[src/lrb_defines.svh]
// Register offsets, field positions, reset values and codes for the refresh and blink timer
`ifndef LRB_DEFINES_SVH
`define LRB_DEFINES_SVH
`define LRB_ADDR_BLINK_MASK 8'h9E
`define LRB_ADDR_TOGGLE_RATE 8'h9F
`define LRB_ADDR_CONFIG 8'hA5
`define LRB_ADDR_PRESC_LOW 8'hA9
`define LRB_ADDR_PRESC_HIGH 8'hAA
`define LRB_RESET_BYTE 8'h00
`define LRB_CFG_CMP_BIT 5
`define LRB_TOG_CODE_MIN 4'h2
`define LRB_TOG_CODE_MAX 4'hD
`define LRB_PRESC_ZERO 10'h000
`define LRB_PRESC_ONE 10'h001
`define LRB_PH_ZERO 2'h0
`define LRB_PH_LAST 2'h3
`define LRB_MUX_ONE 2'h1
`define LRB_MUX_ZERO 2'h0
`define LRB_TOG_ZERO 13'h0000
`define LRB_TOG_ONE 13'h0001
`define LRB_TOG_DIV_BASE 13'h0001
`define LRB_TOG_CODE_BIAS 4'h1
`define LRB_TOG_RESET 4'h0
`define LRB_TOG_CODE_MSB 3
`define LRB_TOG_SPARE_ZERO 4'h0
`define LRB_PRESC_LOW_MSB 7
`define LRB_PRESC_HIGH_LSB 8
`define LRB_PRESC_MSB 9
`define LRB_PRESC_HIGH_FIELD_MSB 1
`define LRB_PRESC_SPARE_ZERO 6'h00
`define LRB_PH_ONE 2'h1
`define LRB_PAIR_W 2
`define LRB_PAIR_OFF 2'h0
`define LRB_COMMON_COUNT 4
`endif

[src/lrb_pkg.sv]
// Types shared by the refresh and blink timer
package lrb_pkg;
    typedef logic [7:0] lrb_byte_t;
    typedef logic [1:0] lrb_mux_t;
endpackage

[src/lrb_top.sv]
// Refresh prescaler, blink toggle divider and their special function registers
//
// Contract
// - Refresh timing runs from display clock enable
// - Refresh = clk / (4*mux*(prescaler+1))
// - Prescaler high bits 7:2 read zero
// - Masked segments toggle automatically, others steady
// - Mask bits align with first segment data
// - Blinkable count limited by multiplex mode
// - Toggle = refresh*mux*2 / divider
// - Divider code 2..13 gives 2..4096
// - Toggle register bits 7:4 read zero
// - Config bit 5 disables supply comparator
`timescale 1ns/1ps
`include "lrb_defines.svh"
module lrb_top (
    // Clock and reset
    input wire logic clk,
    input wire logic rst,
    // Display clock tick from the clock divider, one cycle wide
    input wire logic disp_clk_tick,
    // Multiplex mode: 0 static, 1 two-mux, 2 three-mux, 3 four-mux
    input wire lrb_pkg::lrb_mux_t mux_mode,
    // Segment data of the first two segment pins
    input wire lrb_pkg::lrb_byte_t first_segment_data_register,
    // Special function register port
    input wire logic sfr_wr,
    input wire logic sfr_rd,
    input wire lrb_pkg::lrb_byte_t sfr_addr,
    input wire lrb_pkg::lrb_byte_t sfr_wdata,
    output lrb_pkg::lrb_byte_t sfr_rdata,
    // Timing, segment and comparator outputs
    output logic refresh_tick,
    output logic toggle_tick,
    output logic blink_phase,
    output lrb_pkg::lrb_byte_t segment_out,
    output logic supply_comparator_disable
);
    import lrb_pkg::*;

    // Stored register fields; spare bits have no storage at all
    lrb_byte_t blink_mask_q;
    logic [3:0] toggle_divider_code_q;
    logic cmp_dis_q;
    logic [9:0] refresh_prescaler_value_q;
    // Frame timing counters
    logic [9:0] presc_cnt_q;
    logic [1:0] phase_cnt_q;
    lrb_mux_t mux_cnt_q;
    logic [12:0] tog_cnt_q;
    logic [12:0] tog_div;
    logic frame_step;
    logic mux_wrap;
    // Read path and segment path
    lrb_byte_t rdata_d;
    wire lrb_byte_t seg_d;
    wire lrb_byte_t seg_next;

    // Register writes; spare bits are simply not stored, so they cannot leak
    // back on a read. No byte pairing: each prescaler byte lands on its own
    // write, so a frame may run once with a half-updated prescaler.
    always_ff @(posedge clk or posedge rst) begin
        if (rst) begin
            blink_mask_q <= `LRB_RESET_BYTE;
            toggle_divider_code_q <= `LRB_TOG_RESET;
            cmp_dis_q <= 1'b0;
            refresh_prescaler_value_q <= `LRB_PRESC_ZERO;
        end else if (sfr_wr) begin
            if (sfr_addr == `LRB_ADDR_BLINK_MASK) begin
                blink_mask_q <= sfr_wdata;
            end else if (sfr_addr == `LRB_ADDR_TOGGLE_RATE) begin
                toggle_divider_code_q <= sfr_wdata[`LRB_TOG_CODE_MSB:0];
            end else if (sfr_addr == `LRB_ADDR_CONFIG) begin
                cmp_dis_q <= sfr_wdata[`LRB_CFG_CMP_BIT];
            end else if (sfr_addr == `LRB_ADDR_PRESC_LOW) begin
                refresh_prescaler_value_q[`LRB_PRESC_LOW_MSB:0] <= sfr_wdata;
            end else if (sfr_addr == `LRB_ADDR_PRESC_HIGH) begin
                refresh_prescaler_value_q[`LRB_PRESC_MSB:`LRB_PRESC_HIGH_LSB] <=
                    sfr_wdata[`LRB_PRESC_HIGH_FIELD_MSB:0];
            end
        end
    end

    // Read mux; unmapped addresses read zero. Spare bits are tied low here
    // rather than stored, so they read zero whatever software wrote.
    always_comb begin
        rdata_d = `LRB_RESET_BYTE;
        if (sfr_addr == `LRB_ADDR_BLINK_MASK) begin
            rdata_d = blink_mask_q;
        end else if (sfr_addr == `LRB_ADDR_TOGGLE_RATE) begin
            rdata_d = {`LRB_TOG_SPARE_ZERO, toggle_divider_code_q};
        end else if (sfr_addr == `LRB_ADDR_CONFIG) begin
            rdata_d[`LRB_CFG_CMP_BIT] = cmp_dis_q;
        end else if (sfr_addr == `LRB_ADDR_PRESC_LOW) begin
            rdata_d = refresh_prescaler_value_q[`LRB_PRESC_LOW_MSB:0];
        end else if (sfr_addr == `LRB_ADDR_PRESC_HIGH) begin
            rdata_d = {`LRB_PRESC_SPARE_ZERO,
                       refresh_prescaler_value_q[`LRB_PRESC_MSB:`LRB_PRESC_HIGH_LSB]};
        end
    end

    // Registered read data, valid the cycle after sfr_rd
    // It holds until the next read, so a slow fetch can still pick it up
    always_ff @(posedge clk or posedge rst) begin
        if (rst) begin
            sfr_rdata <= `LRB_RESET_BYTE;
        end else if (sfr_rd) begin
            sfr_rdata <= rdata_d;
        end
    end

    // Comparator disable drives the analog block from a flop that copies its register one cycle later,
    // so a decode glitch on the bus never reaches the analog side
    always_ff @(posedge clk or posedge rst) begin
        if (rst) begin
            supply_comparator_disable <= 1'b0;
        end else begin
            supply_comparator_disable <= cmp_dis_q;
        end
    end

    // Prescaler: one step every prescaler+1 display clocks
    // Display ticks come from this same clock, so no synchroniser is needed
    assign frame_step = disp_clk_tick && (presc_cnt_q == refresh_prescaler_value_q);
    always_ff @(posedge clk or posedge rst) begin
        if (rst) begin
            presc_cnt_q <= `LRB_PRESC_ZERO;
        end else if (disp_clk_tick) begin
            if (presc_cnt_q >= refresh_prescaler_value_q) begin
                presc_cnt_q <= `LRB_PRESC_ZERO; // Wrap also covers a shrunk prescaler
            end else begin
                presc_cnt_q <= presc_cnt_q + `LRB_PRESC_ONE;
            end
        end
    end

    // Four phases per common, mux_mode+1 commons per frame
    // A mode change lands at the next common boundary; a common count already
    // past the new mode wraps there instead of running on to the top.
    assign mux_wrap = frame_step && (phase_cnt_q == `LRB_PH_LAST) && (mux_cnt_q >= mux_mode);
    always_ff @(posedge clk or posedge rst) begin
        if (rst) begin
            phase_cnt_q <= `LRB_PH_ZERO;
            mux_cnt_q <= `LRB_MUX_ZERO;
        end else if (frame_step) begin
            phase_cnt_q <= phase_cnt_q + `LRB_PH_ONE;
            if (phase_cnt_q == `LRB_PH_LAST) begin
                mux_cnt_q <= (mux_cnt_q >= mux_mode) ? `LRB_MUX_ZERO
                                                      : mux_cnt_q + `LRB_MUX_ONE;
            end
        end
    end

    // Refresh tick marks the end of each frame
    // Registered so the pulse is one clean cycle wide
    always_ff @(posedge clk or posedge rst) begin
        if (rst) begin
            refresh_tick <= 1'b0;
        end else begin
            refresh_tick <= mux_wrap;
        end
    end

    // Divider 2^(code-1); the toggle counter runs at refresh*mux*2, i.e. twice per frame
    // per common, so it counts half-common steps (two prescaler phases).
    // A code change mid-count wraps a count already past the new end at its next step,
    // so the first blink period after a change may be short. Codes outside
    // 2..13 are left to software to avoid; here they simply stop the count.
    assign tog_div = `LRB_TOG_DIV_BASE << (toggle_divider_code_q - `LRB_TOG_CODE_BIAS);
    always_ff @(posedge clk or posedge rst) begin
        if (rst) begin
            tog_cnt_q <= `LRB_TOG_ZERO;
            toggle_tick <= 1'b0;
        end else begin
            toggle_tick <= 1'b0;
            // Reserved codes hold the phase still rather than produce a guessed rate
            if (frame_step && phase_cnt_q[0] &&
                toggle_divider_code_q >= `LRB_TOG_CODE_MIN &&
                toggle_divider_code_q <= `LRB_TOG_CODE_MAX) begin
                if (tog_cnt_q >= tog_div - `LRB_TOG_ONE) begin
                    tog_cnt_q <= `LRB_TOG_ZERO;
                    toggle_tick <= 1'b1;
                end else begin
                    tog_cnt_q <= tog_cnt_q + `LRB_TOG_ONE;
                end
            end
        end
    end

    // Shared blink phase, starts visible
    // Reset leaves it visible so a set mask never blanks a segment at power-up
    always_ff @(posedge clk or posedge rst) begin
        if (rst) begin
            blink_phase <= 1'b1;
        end else if (toggle_tick) begin
            blink_phase <= ~blink_phase;
        end
    end

    // Per common pair: masked segments blank in the off phase, then the pair is
    // forced off when its common is unused. Only segments of active commons
    // exist, which is what bounds how many segments can blink per mux mode.
    for (genvar k = 0; k < `LRB_COMMON_COUNT; k++) begin : g_common
        assign seg_d[`LRB_PAIR_W*k +: `LRB_PAIR_W] =
            first_segment_data_register[`LRB_PAIR_W*k +: `LRB_PAIR_W] &
            ~(blink_mask_q[`LRB_PAIR_W*k +: `LRB_PAIR_W] & {`LRB_PAIR_W{~blink_phase}});
        assign seg_next[`LRB_PAIR_W*k +: `LRB_PAIR_W] = (k <= mux_mode) ?
            seg_d[`LRB_PAIR_W*k +: `LRB_PAIR_W] : `LRB_PAIR_OFF;
    end

    // Segment pins come straight from flops, one cycle after the data
    always_ff @(posedge clk or posedge rst) begin
        if (rst) begin
            segment_out <= `LRB_RESET_BYTE;
        end else begin
            segment_out <= seg_next;
        end
    end
endmodule // lrb_top

[config.mk]
export PLATFORM = sky130hd
export DESIGN_NAME = lrb_top
export DESIGN_NICKNAME = d
export VERILOG_FILES = /design/src/lrb_pkg.sv /design/src/lrb_top.sv
export VERILOG_INCLUDE_DIRS = /design/src
export SDC_FILE = /design/constraint.sdc
export NUM_CORES = 1
export LEC_CHECK = 0
export BUFFER_PORTS_ARGS = -buffer_cell sky130_fd_sc_hd__buf_2
export CORE_UTILIZATION = 40
export DETAILED_ROUTE_END_ITERATION = 10
export GPL_TIMING_DRIVEN = 0
export HOLD_SLACK_MARGIN = 0.06
export SYNTH_ARGS = -nofsm -noshare
export SYNTH_HDL_FRONTEND = slang
export SYNTH_SLANG_ARGS = --single-unit
[constraint.sdc]
create_clock -name clk -period 2.9 [get_ports clk]
set_input_delay 0.29 -clock clk [delete_from_list [all_inputs] [get_ports clk]]
set_output_delay 0.29 -clock clk [all_outputs]
set_load 0.01 [all_outputs]
==> impl_summary.md <==
Floorplanning
The die area is 0.0106 mm². The core area is roughly 0.0098 mm². Once the floorplan was initialized, standard cells occupied between 40 and 50% of the core.

In this run the core area contains 36 standard-cell rows. The horizontal die dimension is a little over 100 µm. During I/O placement, the number of pins put on the boundary was between 50 and 60. Measured along the y axis, the die boundary spans roughly 100 µm.

Placed design
The count of port buffers added during placement is roughly 50. The number of placed cells counting well taps is 616. The congestion estimate from routability-driven global placement came to roughly 0.86.

The post-DP HPWL is between 7 and 8 mm. The worst slack at placement is -0.318 ns.

Synthesis
In this run, synthesis produced a sequential element count of 70. The synthesis warning total is 0. The synthesized netlist net count is about 500. The average instance in the mapped netlist occupies between 9 and 10 µm². The gate count of the mapped netlist is 433. The share of synthesized area occupied by flip-flops and latches is between 40% and 50%. For this run, the leading register cell type out of synthesis is sky130_fd_sc_hd__dfrtp_1. The cell area that synthesis handed to floorplanning was 0.00406 mm². The fraction of registers with async set/reset is 100%. After synthesis, the largest area contributor takes up approximately 43% of total cell area. The synthesized netlist contains a little under 60 unique library cells. By area the synthesized netlist is led by sky130_fd_sc_hd__dfrtp_1 43%, sky130_fd_sc_hd__ha_1 10%, sky130_fd_sc_hd__nor2_1 5.1%. Summed over all instances, the cell type with the most area after synthesis is sky130_fd_sc_hd__dfrtp_1. The number of synthesized flops with an enable pin is 0.

Global route
The initial antenna violation count is 0. The wire length of the first global-routing pass is 17.2 mm. Entering global routing, the biggest net connects between 50 and 60 pins. Across every metal layer, demand over resource in global routing totals between 20% and 30%.

Summed over all layers, the global routing overflow is 0. The via count of the first global-routing pass was around 3500.

Timing
The highest attainable clock frequency is between 0.3 and 0.4 GHz. The slew at the pin with the worst max-slew slack is 0.562 ns. The worst-case clock skew is between 0.01 and 0.015 ns. The slack of the critical path is -0.0969 ns. The count of final hold-check violations is 0. Across all hold checks on the routed design, the worst slack comes to 0.152 ns. The number of pins with negative max-slew slack in the final report is 0. The count of endpoints failing setup in the final report is 14.

The final critical path takes up 103% of the cycle. The clock period minus worst slack is between 2 and 3 ns. The worst max-slew margin expressed relative to the limit is between 60 and 70%.

Setup repair after global routing could not meet its margin everywhere.

Clock tree
The number of clock sinks is 70. TritonCTS built the clock tree. At the later pin of the worst-skew pair, clock insertion delay measures between 0.3 and 0.4 ns. Clock-pin slew was measured on the worst setup and hold paths at about 0.070 ns. Counting along the longest clock path gives a buffer depth of 2.

The clock tree synthesis step divided the H-tree into 3 levels. The tree is rooted in a sky130_fd_sc_hd__clkbuf_8. Counting the buffers created by CTS gives 9.

Detailed routing
The mean number of vias per cell is roughly 5.3. The count of antenna-violating nets left after detailed routing is 0. The residual DRC count is 0. The DRC violation total after the first TritonRoute iteration is 164.

The final routed wirelength across all metal layers is roughly 10 mm. Detailed routing placed a total of between 4 and 5 mm of wire on met2. In the detailed route, the total length drawn on met3 is about 350 µm. The total routed wire length on the met1 layer is slightly below 5 mm.

The first detailed-routing pass ran for 4 iterations. The via total after detailed routing is between 3000 and 4000. In this run the top signal layer used is met4.

After detailed routing, the average wire length per cell comes to approximately 16 µm.

Layout
The share of final-layout standard cells stronger than drive strength 1 is approximately a quarter. The number of diodes is 0. The layout-stage area growth over the synthesis result is 22.0%.

For this run, the share of the core covered by cells in the final layout is 50.5%. The number of filler instances in the final layout is 970. The final instance count without filler cells is between 600 and 700. The final layout contains between 500 and 600 nets. The multi-input gate area in the final layout is roughly 0.0023 mm².

The sequential cells in the finished layout cover a total of between 0.0015 and 0.002 mm².

Power and ir drop
The power density normalized to cell area is around 500 mW/mm². Power comes to approximately 2500 µW. The static leakage is ~0.0023 µW.

The worst IR drop on VDD is around 290 µV.

Min path
The min-delay analysis places its worst path in the category input pin to flip-flop.

Job
Across the run, the number of max-cap violations was 0.

Outcome
The final reports fail on negative setup slack. The run finished, with violations left.

Worst setup path
The slowest stage of the critical path is the sky130_fd_sc_hd__dfrtp_2 cell. The endpoint class of the critical path is a flip-flop. The critical path in this run is classified as flip-flop to flip-flop. The signal on the critical path passes through nor2_4, nand3_2, ha_4, or4_4, a21oi_2, a21oi_2, ha_1, buf_4, nand3_1, nand2_2, o22ai_2, a211oi_4, buf_6, nor2_1.

For the worst setup path, the data required time is approximately 3.2 ns. Broken down by cell family, the worst path's largest delay share belongs to simple AND/OR/NAND/NOR gates. The number of buffer and inverter stages on the critical path is 2.

Counting stages on the worst path, the most repeated cell is sky130_fd_sc_hd__a21oi_2. For this run, the slowest stage of the critical path takes roughly 0.44 ns. The worst path arrival time is between 3 and 4 ns. Of all nets on the critical path, the largest fanout is 5. The startpoint class of the critical path is a flip-flop.
==> power breakdown <==
part	switching, µW	internal, µW
logic	252	185
clock network	396	510
registers	77.7	1050
==> repair_timing <==
| item | in CTS | in global routing |
|---|---|---|
| cloned | 1 | 0 |
| hold buffers | 1 | 0 |
| endpoints found under the hold margin | 18 | 0 |
| gates resized for setup | 9 | 19 |
| setup endpoints to repair | 14 | 14 |
| pin swaps | 8 | 10 |
| setup buffers | 7 | 4 |
==> path summary, 6_finish.rpt <==
| kind | start | slack, ns | cells after the start | end |
|---|---|---|---|---|
| min in group asynchronous | rst | 0.42 | 3 | tog_cnt_q[3] |
| hold / removal | first_segment_data_register[3] | 0.15 | 3 | segment_out[3] |
| setup / recovery | toggle_divider_code_q[2] | -0.1 | 14 | tog_cnt_q[5] |
| max in group asynchronous | rst | 1.92 | 4 | toggle_divider_code_q[2] |
| setup reg to reg | toggle_divider_code_q[2] | -0.1 | 14 | tog_cnt_q[5] |
| hold reg to reg | cmp_dis_q | 0.41 | 0 | supply_comparator_disable |
==> flip-flops by register name (all words and copies together), names as in the netlist <==
signal	flops
refresh_prescaler_value_q	10
toggle_divider_code_q	4
mux_cnt_q	2
toggle_tick	1
refresh_tick	1
supply_comparator_disable	1
tog_cnt_q	13
blink_mask_q	8
segment_out	8
blink_phase	1
phase_cnt_q	2
sfr_rdata	8
cmp_dis_q	1
presc_cnt_q	10
==> Yosys cell counts, types with 2 or more instances <==
cell type / n
sky130_fd_sc_hd__and4_1: 2
sky130_fd_sc_hd__a221oi_1: 2
sky130_fd_sc_hd__ha_1: 33
sky130_fd_sc_hd__xor2_1: 9
sky130_fd_sc_hd__nor4_2: 2
sky130_fd_sc_hd__nor2_1: 55
sky130_fd_sc_hd__buf_1: 2
sky130_fd_sc_hd__nand3_1: 15
sky130_fd_sc_hd__o32ai_1: 2
sky130_fd_sc_hd__nand4_1: 8
sky130_fd_sc_hd__and3_1: 3
sky130_fd_sc_hd__a22oi_1: 7
sky130_fd_sc_hd__a31oi_1: 2
sky130_fd_sc_hd__and2_1: 3
sky130_fd_sc_hd__clkbuf_1: 8
sky130_fd_sc_hd__o22ai_1: 2
sky130_fd_sc_hd__xnor2_1: 12
sky130_fd_sc_hd__a222oi_1: 2
sky130_fd_sc_hd__o21ai_1: 7
sky130_fd_sc_hd__nand2_1: 46
sky130_fd_sc_hd__a211oi_1: 7
sky130_fd_sc_hd__inv_1: 24
sky130_fd_sc_hd__mux2_2: 9
sky130_fd_sc_hd__nor4_1: 3
sky130_fd_sc_hd__o21ai_0: 18
sky130_fd_sc_hd__a21o_1: 2
sky130_fd_sc_hd__nand2b_1: 3
sky130_fd_sc_hd__buf_2: 3
sky130_fd_sc_hd__nor2b_1: 4
sky130_fd_sc_hd__o211ai_1: 2
sky130_fd_sc_hd__a21oi_1: 26
sky130_fd_sc_hd__nor3_1: 12
sky130_fd_sc_hd__mux2_1: 3
sky130_fd_sc_hd__a21boi_0: 2
sky130_fd_sc_hd__dfrtp_1: 69
==> logic make-up (layout without fill, tap and decap cells) <==
family	count (synthesis)	in the layout	synth area share, %
and+or+nand+nor	170	170	21.4
AOI/OAI and AO/OA	87	87	13.2
DFF	70	70	43.2
buffers and inverters	39	117	3.97
adders and majority gates	33	33	10.2
xor gates and xnor gates	21	21	4.53
muxes	13	13	3.57
==> per-stage QoR <==
stage / TNS [ns] / area (µm²)
floorplan: 0 / 4100
global placement: -12.38 / 4520
detailed placement: -3.60 / 4550
CTS: 0 / 4860
global route: -3.08 / 4960
finish: -1.05 / 4960
==> worst register-to-register path, cell delays in order, from the launching register on <==
cell	delay, ns
sky130_fd_sc_hd__dfrtp_2	0.44
sky130_fd_sc_hd__nor2_4	0.18
sky130_fd_sc_hd__nand3_2	0.12
sky130_fd_sc_hd__ha_4	0.19
sky130_fd_sc_hd__or4_4	0.41
sky130_fd_sc_hd__a21oi_2	0.16
sky130_fd_sc_hd__a21oi_2	0.05
sky130_fd_sc_hd__ha_1	0.33
sky130_fd_sc_hd__buf_4	0.12
sky130_fd_sc_hd__nand3_1	0.07
sky130_fd_sc_hd__nand2_2	0.13
sky130_fd_sc_hd__o22ai_2	0.14
sky130_fd_sc_hd__a211oi_4	0.31
sky130_fd_sc_hd__buf_6	0.20
sky130_fd_sc_hd__nor2_1	0.05
==> cell usage in the layout (no fill, tap or decap), types with 3 or more instances in the layout <==
master,instances
sky130_fd_sc_hd__nand3_1,14
sky130_fd_sc_hd__nor2_4,3
sky130_fd_sc_hd__nor3_1,11
sky130_fd_sc_hd__clkbuf_1,6
sky130_fd_sc_hd__and3_1,3
sky130_fd_sc_hd__xor2_1,9
sky130_fd_sc_hd__inv_1,23
sky130_fd_sc_hd__o21ai_0,18
sky130_fd_sc_hd__nor2_2,3
sky130_fd_sc_hd__nor2_1,49
sky130_fd_sc_hd__nor2b_1,4
sky130_fd_sc_hd__o21ai_1,7
sky130_fd_sc_hd__a22oi_1,7
sky130_fd_sc_hd__nand2_1,44
sky130_fd_sc_hd__nand4_1,8
sky130_fd_sc_hd__and2_1,3
sky130_fd_sc_hd__buf_2,51
sky130_fd_sc_hd__nor4_1,3
sky130_fd_sc_hd__buf_6,4
sky130_fd_sc_hd__dfrtp_1,67
sky130_fd_sc_hd__mux2_2,9
sky130_fd_sc_hd__ha_1,32
sky130_fd_sc_hd__clkbuf_8,10
sky130_fd_sc_hd__xnor2_1,12
sky130_fd_sc_hd__nand2b_1,3
sky130_fd_sc_hd__buf_4,11
sky130_fd_sc_hd__mux2_1,3
sky130_fd_sc_hd__a21oi_2,3
sky130_fd_sc_hd__a211oi_1,3
sky130_fd_sc_hd__a21oi_1,23
==> cell type report <==
class / count / area share [%]
multi-input cells: 324 / 45.6
clock buffers: 11 / 2.85
clock inverters: 5 / 1.67
plain buffers: 14 / 1.54
well taps: 133 / 3.36
inverters: 24 / 1.87
repair buffers: 63 / 7.67
flip-flops and latches: 70 / 35.4
==> per-layer routing <==
metal | vias to the layer above | track usage, %
met2 | 59 | 34.9
met3 | 7 | 4.41
met4 | 0 | 6.83
met1 | 1668 | 29.8
li1 | 1681 | -
met5 | - | 0
Note: power is estimated with default switching activity, not from simulation.
